[config.mk]
export PLATFORM = sky130hd
export DESIGN_NAME = ppf_port_ctl
export DESIGN_NICKNAME = d
export VERILOG_FILES = /design/src/core/ppf_pkg.sv /design/src/core/ppf_mux_if.sv /design/src/core/ppf_pin_mux.sv /design/src/core/ppf_port_ctl.sv
export SDC_FILE = /design/constraint.sdc
export NUM_CORES = 1
export LEC_CHECK = 0
export ABC_AREA = 1
export ABC_CLOCK_PERIOD_IN_PS = 3900
export BUFFER_PORTS_ARGS = -buffer_cell sky130_fd_sc_hd__buf_2
export CORE_MARGIN = 2
export CORE_UTILIZATION = 51
export DETAILED_ROUTE_END_ITERATION = 8
export HOLD_SLACK_MARGIN = 0.03
export PLACE_DENSITY = 0.77
export SLEW_MARGIN = 30
export SYNTH_ARGS = -nofsm -noshare
export SYNTH_HDL_FRONTEND = slang
export SYNTH_SLANG_ARGS = --single-unit
[constraint.sdc]
create_clock -name CLOCK_I -period 3.9 [get_ports CLOCK_I]
set_input_delay 0.78 -clock CLOCK_I [delete_from_list [all_inputs] [get_ports CLOCK_I]]
set_output_delay 0.78 -clock CLOCK_I [all_outputs]
set_load 0.02 [all_outputs]
[src/core/ppf_pkg.sv]
// Behaviour
// - Direction bit 1 selects input, 0 selects output driving the latch value.
// - With read-source bit 1, port reads return actual pin levels.
// - Read-source 1, input pin: read-modify-write stores sampled pin level.
// - Open-drain bit 1 makes the pin only pull low.
// - Clearing a peripheral clock enable stops that peripheral's clock.
// - A pin with no running peripheral stays usable for other functions.
// - Only one function is active on any pin at a time.
`default_nettype none
package ppf_pkg;
    typedef logic [31:0] ppf_word_t;
    localparam int ADDR_W = 8;
    localparam logic [ADDR_W-1:0] OFS_DATA = 8'h00;
    localparam logic [ADDR_W-1:0] OFS_DIR = 8'h04;
    localparam logic [ADDR_W-1:0] OFS_ODSEL = 8'h08;
    localparam logic [ADDR_W-1:0] OFS_RDSRC = 8'h0c;
    localparam logic [ADDR_W-1:0] OFS_CLKEN = 8'h10;
    localparam logic [ADDR_W-1:0] OFS_REDIR = 8'h14;
    localparam logic [ADDR_W-1:0] OFS_PINLVL = 8'h18;
    localparam logic [ADDR_W-1:0] OFS_SET = 8'h1c;
    localparam logic [ADDR_W-1:0] OFS_CLR = 8'h20;
    localparam int RDSRC_POS = 0;
    localparam logic RST_DIR = 1'b1;
    localparam logic RST_LATCH = 1'b0;
    localparam logic RST_OD = 1'b0;
    localparam logic RST_RDSRC = 1'b0;
    localparam logic RST_CLKEN = 1'b0;
    localparam logic RST_REDIR = 1'b0;
    typedef enum logic [1:0] {BUS_IDLE, BUS_WR, BUS_RD} ppf_bus_st_t;
endpackage : ppf_pkg
`default_nettype wire

[src/core/ppf_mux_if.sv]
`default_nettype none
interface ppf_mux_if #(parameter int N_PINS = 8, parameter int N_PERIPH = 4);
    logic [N_PINS-1:0] latch;
    logic [N_PINS-1:0] dir;
    logic [N_PINS-1:0] od;
    logic [N_PINS-1:0] pin_lvl;
    logic [N_PERIPH-1:0] clk_en;
    logic [N_PERIPH-1:0] redir;
    logic [N_PERIPH-1:0] periph_out;
    logic [N_PERIPH-1:0] periph_oe;
    logic [N_PINS-1:0] pin_out;
    logic [N_PINS-1:0] pin_drive;
    logic [N_PINS-1:0] owned;
    logic [N_PERIPH-1:0] periph_in;
    modport mux_side (
        input latch, dir, od, pin_lvl, clk_en, redir, periph_out, periph_oe,
        output pin_out, pin_drive, owned, periph_in
    );
    modport core_side (
        output latch, dir, od, pin_lvl, clk_en, redir, periph_out, periph_oe,
        input pin_out, pin_drive, owned, periph_in
    );
endinterface : ppf_mux_if
`default_nettype wire

[src/core/ppf_pin_mux.sv]
`default_nettype none
module ppf_pin_mux #(
    parameter int N_PINS = 8,
    parameter int N_PERIPH = 4
) (
    ppf_mux_if.mux_side mx
);
    import ppf_pkg::*;

    // Peripheral k may sit on pin k or, when redirected, on pin k+N_PERIPH.
    for (genvar p = 0; p < N_PINS; p++) begin : g_pin
        localparam int K = p % N_PERIPH;
        localparam logic HI = (p >= N_PERIPH);
        logic val;
        logic want;
        assign mx.owned[p] = mx.clk_en[K] & (mx.redir[K] == HI);
        assign val = mx.owned[p] ? mx.periph_out[K] : mx.latch[p];
        assign want = mx.owned[p] ? mx.periph_oe[K] : ~mx.dir[p];
        assign mx.pin_out[p] = mx.od[p] ? 1'b0 : val;
        assign mx.pin_drive[p] = want & ~(mx.od[p] & val);
    end

    for (genvar k = 0; k < N_PERIPH; k++) begin : g_periph
        assign mx.periph_in[k] = mx.clk_en[k] &
            (mx.redir[k] ? mx.pin_lvl[k + N_PERIPH] : mx.pin_lvl[k]);
    end
endmodule : ppf_pin_mux
`default_nettype wire

[src/core/ppf_port_ctl.sv]
`default_nettype none
module ppf_port_ctl #(
    parameter int N_PINS = 8,
    parameter int N_PERIPH = 4
) (
    input wire logic CLOCK_I,
    input wire logic SYS_RST_I,
    input wire logic HSEL_I,
    input wire logic [31:0] HADDR_I,
    input wire logic [1:0] HTRANS_I,
    input wire logic HWRITE_I,
    input wire logic [2:0] HSIZE_I,
    input wire ppf_pkg::ppf_word_t HWDATA_I,
    input wire logic HREADY_I,
    output logic HREADYOUT_O,
    output logic HRESP_O,
    output ppf_pkg::ppf_word_t HRDATA_O,
    input wire logic [N_PINS-1:0] PIN_I,
    output logic [N_PINS-1:0] PIN_O,
    output logic [N_PINS-1:0] PIN_OE_N_O,
    input wire logic [N_PERIPH-1:0] PERIPH_OUT_I,
    input wire logic [N_PERIPH-1:0] PERIPH_OE_I,
    output logic [N_PERIPH-1:0] PERIPH_IN_O,
    output logic [N_PERIPH-1:0] PERIPH_CLK_EN_O
);
    import ppf_pkg::*;

    logic [N_PINS-1:0] latch;
    logic [N_PINS-1:0] dir;
    logic [N_PINS-1:0] od;
    logic [N_PINS-1:0] sync1;
    logic [N_PINS-1:0] pin_lvl;
    logic rd_src;
    logic [N_PERIPH-1:0] clk_en;
    logic [N_PERIPH-1:0] redir;
    ppf_bus_st_t bus_st;
    logic [ADDR_W-1:0] addr_q;
    logic acc;
    logic wr_en;
    logic [N_PINS-1:0] wmask;
    logic [N_PINS-1:0] rd_view;
    logic [N_PINS-1:0] rmw_base;
    ppf_word_t rd_word;

    ppf_mux_if #(.N_PINS(N_PINS), .N_PERIPH(N_PERIPH)) mx ();

    assign mx.latch = latch;
    assign mx.dir = dir;
    assign mx.od = od;
    assign mx.pin_lvl = pin_lvl;
    assign mx.clk_en = clk_en;
    assign mx.redir = redir;
    assign mx.periph_out = PERIPH_OUT_I;
    assign mx.periph_oe = PERIPH_OE_I;

    ppf_pin_mux #(.N_PINS(N_PINS), .N_PERIPH(N_PERIPH)) u_mux (
        .mx(mx.mux_side)
    );

    assign acc = HSEL_I & HREADY_I & HTRANS_I[1];
    assign wr_en = (bus_st == BUS_WR);
    assign wmask = HWDATA_I[N_PINS-1:0];

    assign rd_view = rd_src ? pin_lvl : latch;
    // input pins copy
    // Output pins keep their latch so a bit operation never rewrites an open-drain pin
    // that an external device holds low.
    assign rmw_base = (rd_src ? (dir & pin_lvl) | (~dir & latch) : latch);

    always_comb begin
        rd_word = '0;
        unique case (addr_q)
            OFS_DATA: rd_word[N_PINS-1:0] = rd_view;
            OFS_DIR: rd_word[N_PINS-1:0] = dir;
            OFS_ODSEL: rd_word[N_PINS-1:0] = od;
            OFS_RDSRC: rd_word[RDSRC_POS] = rd_src;
            OFS_CLKEN: rd_word[N_PERIPH-1:0] = clk_en;
            OFS_REDIR: rd_word[N_PERIPH-1:0] = redir;
            OFS_PINLVL: rd_word[N_PINS-1:0] = pin_lvl;
            default: rd_word = '0;
        endcase
    end

    // Reads take one wait state so a write just before is always seen.
    always_ff @(posedge CLOCK_I or posedge SYS_RST_I) begin
        if (SYS_RST_I) begin
            bus_st <= BUS_IDLE;
            addr_q <= '0;
            HREADYOUT_O <= 1'b1;
            HRDATA_O <= '0;
        end else if (bus_st == BUS_RD) begin
            HRDATA_O <= rd_word;
            HREADYOUT_O <= 1'b1;
            bus_st <= BUS_IDLE;
        end else if (acc) begin
            addr_q <= HADDR_I[ADDR_W-1:0];
            bus_st <= HWRITE_I ? BUS_WR : BUS_RD;
            HREADYOUT_O <= HWRITE_I;
        end else begin
            bus_st <= BUS_IDLE;
        end
    end

    assign HRESP_O = 1'b0;

    always_ff @(posedge CLOCK_I or posedge SYS_RST_I) begin
        if (SYS_RST_I) begin
            latch <= {N_PINS{RST_LATCH}};
        end else if (wr_en) begin
            if (addr_q == OFS_DATA) begin
                latch <= wmask;
            end else if (addr_q == OFS_SET) begin
                latch <= rmw_base | wmask;
            end else if (addr_q == OFS_CLR) begin
                latch <= rmw_base & ~wmask;
            end
        end
    end

    always_ff @(posedge CLOCK_I or posedge SYS_RST_I) begin
        if (SYS_RST_I) begin
            dir <= {N_PINS{RST_DIR}};
            od <= {N_PINS{RST_OD}};
            rd_src <= RST_RDSRC;
        end else if (wr_en) begin
            if (addr_q == OFS_DIR) begin
                dir <= wmask;
            end
            if (addr_q == OFS_ODSEL) begin
                od <= wmask;
            end
            if (addr_q == OFS_RDSRC) begin
                rd_src <= HWDATA_I[RDSRC_POS];
            end
        end
    end

    always_ff @(posedge CLOCK_I or posedge SYS_RST_I) begin
        if (SYS_RST_I) begin
            clk_en <= {N_PERIPH{RST_CLKEN}};
            redir <= {N_PERIPH{RST_REDIR}};
        end else if (wr_en) begin
            if (addr_q == OFS_CLKEN) begin
                clk_en <= HWDATA_I[N_PERIPH-1:0];
            end
            // locked while running
            // A running peripheral would glitch onto a new pin, so its route is held.
            if (addr_q == OFS_REDIR) begin
                redir <= (redir & clk_en) | (HWDATA_I[N_PERIPH-1:0] & ~clk_en);
            end
        end
    end

    assign PERIPH_CLK_EN_O = clk_en;

    always_ff @(posedge CLOCK_I or posedge SYS_RST_I) begin
        if (SYS_RST_I) begin
            sync1 <= '0;
            pin_lvl <= '0;
        end else begin
            sync1 <= PIN_I;
            pin_lvl <= sync1;
        end
    end

    always_ff @(posedge CLOCK_I or posedge SYS_RST_I) begin
        if (SYS_RST_I) begin
            PIN_O <= '0;
            PIN_OE_N_O <= '1;
            PERIPH_IN_O <= '0;
        end else begin
            PIN_O <= mx.pin_out;
            PIN_OE_N_O <= ~mx.pin_drive;
            PERIPH_IN_O <= mx.periph_in;
        end
    end
endmodule : ppf_port_ctl
`default_nettype wire

==> summary.txt <==
Route
  – Routed Wire Length: 10350 um
  – Routed len/inst: 14.36 um
  – Post-route ant nets: 0
  – DRC viols: 0
  – Via-to-Cell Ratio: 5.151
  – Drt initial violations: 242
  – Number of iterations in the first detailed-routing pass: 5
  – Vias: 3714

Die
  – Core Region: 0.008636 sq mm
  – Starting density of the core: 0.5184
  – Boundary pin count: 148
  – Die footprint: 0.009543 sq mm
  – Placement row count: 34
  – Die span in y: 97.69 um
  – Overall die width: 97.69 um

Global routing
  – Overflow after GRT: 0
  – Global-route total usage across every layer: 0.2236
  – Via count of the first global-routing pass: 3689
  – Pin count of the biggest net entering global routing: 33
  – Antenna violations before repair: 0
  – Global-route wire length before repair: 17060 um

Place
  – Gp weighted congestion: 0.8330
  – Number of input and output port buffers inserted: 70
  – Worst slack after detailed placement: 1990 ps
  – Post-DP HPWL: 7118 um
  – Total cell area at the placement stage: 0.004786 sq mm

Critical path
  – Cell chain of the critical path: inv_1 -> nand2_1 -> nor2_2 -> nand2_2 -> nor3_4 -> nand2_1 -> nand2_1 -> o21ai_1
  – Maximum fanout encountered on the critical timing path: 12
  – Cell with the most instances on the worst path: nand2_1
  – Slowest CP cell: nor2_2
  – Crit path largest cell delay: 540 ps
  – Worst Setup Path Type: reg2reg
  – Worst path top cell family by delay: simple AND/OR/NAND/NOR gates
  – Critical path required time: 4140 ps
  – Data arrival time of the critical path: 2270 ps
  – Critical path capture point type: register
  – Buffers and inverters on the worst path: 1
  – Type of origin of the critical path: register

Clocking
  – Sink Count: 88
  – Clk Latency, worst-skew pair: 370 ps
  – Number of buffers added by the clock tree synthesis step: 9
  – Hold Buf Count CTS: 0
  – Post-CTS Setup Repair Bufs: 0
  – Clock Path Buffers: 2
  – CTS HTree Levels: 3
  – Clock Root Buffer: clkbuf_8
  – Clock Pin Slew Worst Setup and Hold Paths: 90 ps
  – Number of gates given a new drive strength after cts: 0
  – TritonCTS clock tree: done

Synthesis
  – Synth warnings: 0
  – Cell with the most instances after synthesis: nand2_1
  – Count of unique library cells instantiated by Yosys: 30
  – Number of synthesized register bits: 88
  – Share of synthesized area occupied by flip-flops and latches: 0.4966
  – Synth area leader: dfrtp_1
  – Compound-Gate Fraction of Synth Area: 0.1037
  – Adder-cell share of the synthesized area: 0
  – Number of enable flip-flop cells after synthesis: 0
  – Dominant combinational cell family by area after synthesis: simple AND/OR/NAND/NOR gates
  – Post-synthesis cell area: 0.004477 sq mm
  – Top post-synthesis cells by area: dfrtp_1 (40%), nand2_1 (13%), dfstp_2 (10%)
  – Syn_area_per_cell: 8.337 sq um
  – Xor and xnor fraction of the mapped netlist area: 0
  – Cell count after synthesis: 537
  – FFs w/ async S/R, synth: 1.000
  – Post-synthesis mux area share: 0
  – Ys flop type: dfrtp_1
  – Share of the synthesized area in the top cell type: 0.3969
  – Commonest cells in the netlist: nand2_1 (158), dfrtp_1 (71), inv_1 (51)
  – Post-synthesis share of cell area spent on and, or, nand and nor gates: 0.2840

Power and ir drop
  – Peak VDD IR: 0.0001484 V
  – Lkg Pwr: 2.835 nW
  – Total power divided by cell area: 432.3 mW/mm^2

Cells and area
  – NumNets Final: 698
  – Final Instance Area: 0.005007 sq mm
  – Area growth from synthesis to layout: 11.85%
  – Number of filler instances in the final layout: 822
  – Fraction of final layout cells with drive strength greater than 1: 0.2577
  – Utilization after layout: 0.5798
  – Ant. Diodes: 0
  – Area of all sequential standard cells: 0.002223 sq mm
  – Total area of multi-input combinational cells: 0.001829 sq mm

Hold path
  – Path category of the worst min-delay check: reg2reg

Timing
  – Worst hold margin: 355.2 ps
  – RSZ-0062 raised after global routing: false
  – Total negative setup slack: 0 ps
  – Min setup slack post-route: 1873 ps
  – Final critical-path share of the clock period: 0.5197
  – Worst Max-Slew Pin Slew: 854.6 ps
  – Tmin final: 2027 ps
  – Number of pins with negative max-slew slack in the final report: 0
  – Largest clock skew in the final design: 11.63 ps
  – Slew HR: 0.4303
  – Final Hold Viols: 0
  – Achievable Freq: 493.3 MHz
  – Final setup vio count: 0

Run
  – Max-capacitance violation count: 0

Outcome
  – Status: finished, final reports clean
-- final timing paths --
kind                           start                          to  slack [ps]  cells past startpoint
setup / recovery           addr_q[5]                    register        1870                      8
hold / removal              sync1[5]               mx.pin_lvl[5]         360                      0
setup reg to reg           addr_q[5]                    register        1870                      8
hold reg to reg             sync1[5]               mx.pin_lvl[5]         360                      0
max in group asynchronous  SYS_RST_I                      dir[3]        2680                      3
min in group asynchronous  SYS_RST_I  asynchronous set/reset pin         430                      2
-- where the power goes --
part | internal, W | total, W | switching, W
clock | 0.000378 | 0.000713 | 0.000335
combinational | 0.000120 | 0.000389 | 0.000269
sequential | 0.00100 | 0.00106 | 0.0000633
total | 0.00150 | 0.00216 | 0.000668
-- area by class of cell --
class	count	area share
multi-input cells	376	0.3653
flip-flops and latches	88	0.4440
clock buffers	11	0.02824
inverters	61	0.04648
well taps	108	0.02699
repair buffers	72	0.07296
clock inverters	5	0.01599
-- logic make-up (layout without fill, tap and decap cells) --
kind of cell,count (synthesis),after routing
AO/OA/AOI/OAI,80,80
buffers and inverters,97,149
flip-flops,88,88
other,1,25
AND/OR/NAND/NOR,271,271
-- cells in the final DEF (no fill, tap or decap) --
cell,instances
nand2_1,158
dfrtp_1,71
buf_2,70
inv_1,50
nor2_1,40
o21ai_0,38
nand3_1,36
conb_1,25
o21ai_1,18
dfstp_2,17
clkbuf_8,10
inv_2,9
o21ai_2,8
o221ai_1,8
nand3_2,7
nand2_4,6
nand2_2,6
nor2_4,5
nor2_2,5
a21oi_1,5
or2_2,3
o22ai_1,3
nand4_1,2
clkinv_2,2
clkinvlp_4,2
bufinv_16,2
buf_4,2
inv_4,1
nor2_8,1
nand3_4,1
nor3_4,1
clkbuf_1,1
-- routing by layer --
metal,track usage,up-vias,wire (um)
li1,-,1801,-
met1,0.2923,1747,4624
met2,0.3592,141,4888
met4,0.1079,0,289
met5,0,-,0
met3,0.04245,25,548
-- metrics by stage --
| stage | cells | total power (W) |
|---|---|---|
| CTS | 721 | 0.002171 |
| floorplan | 561 | 0.001374 |
| global placement | 705 | 0.001453 |
| detailed placement | 705 | 0.001468 |
| global route | 721 | 0.002257 |
| finish | 721 | 0.002165 |
No activity file was read; power rests on OpenSTA's default activity.
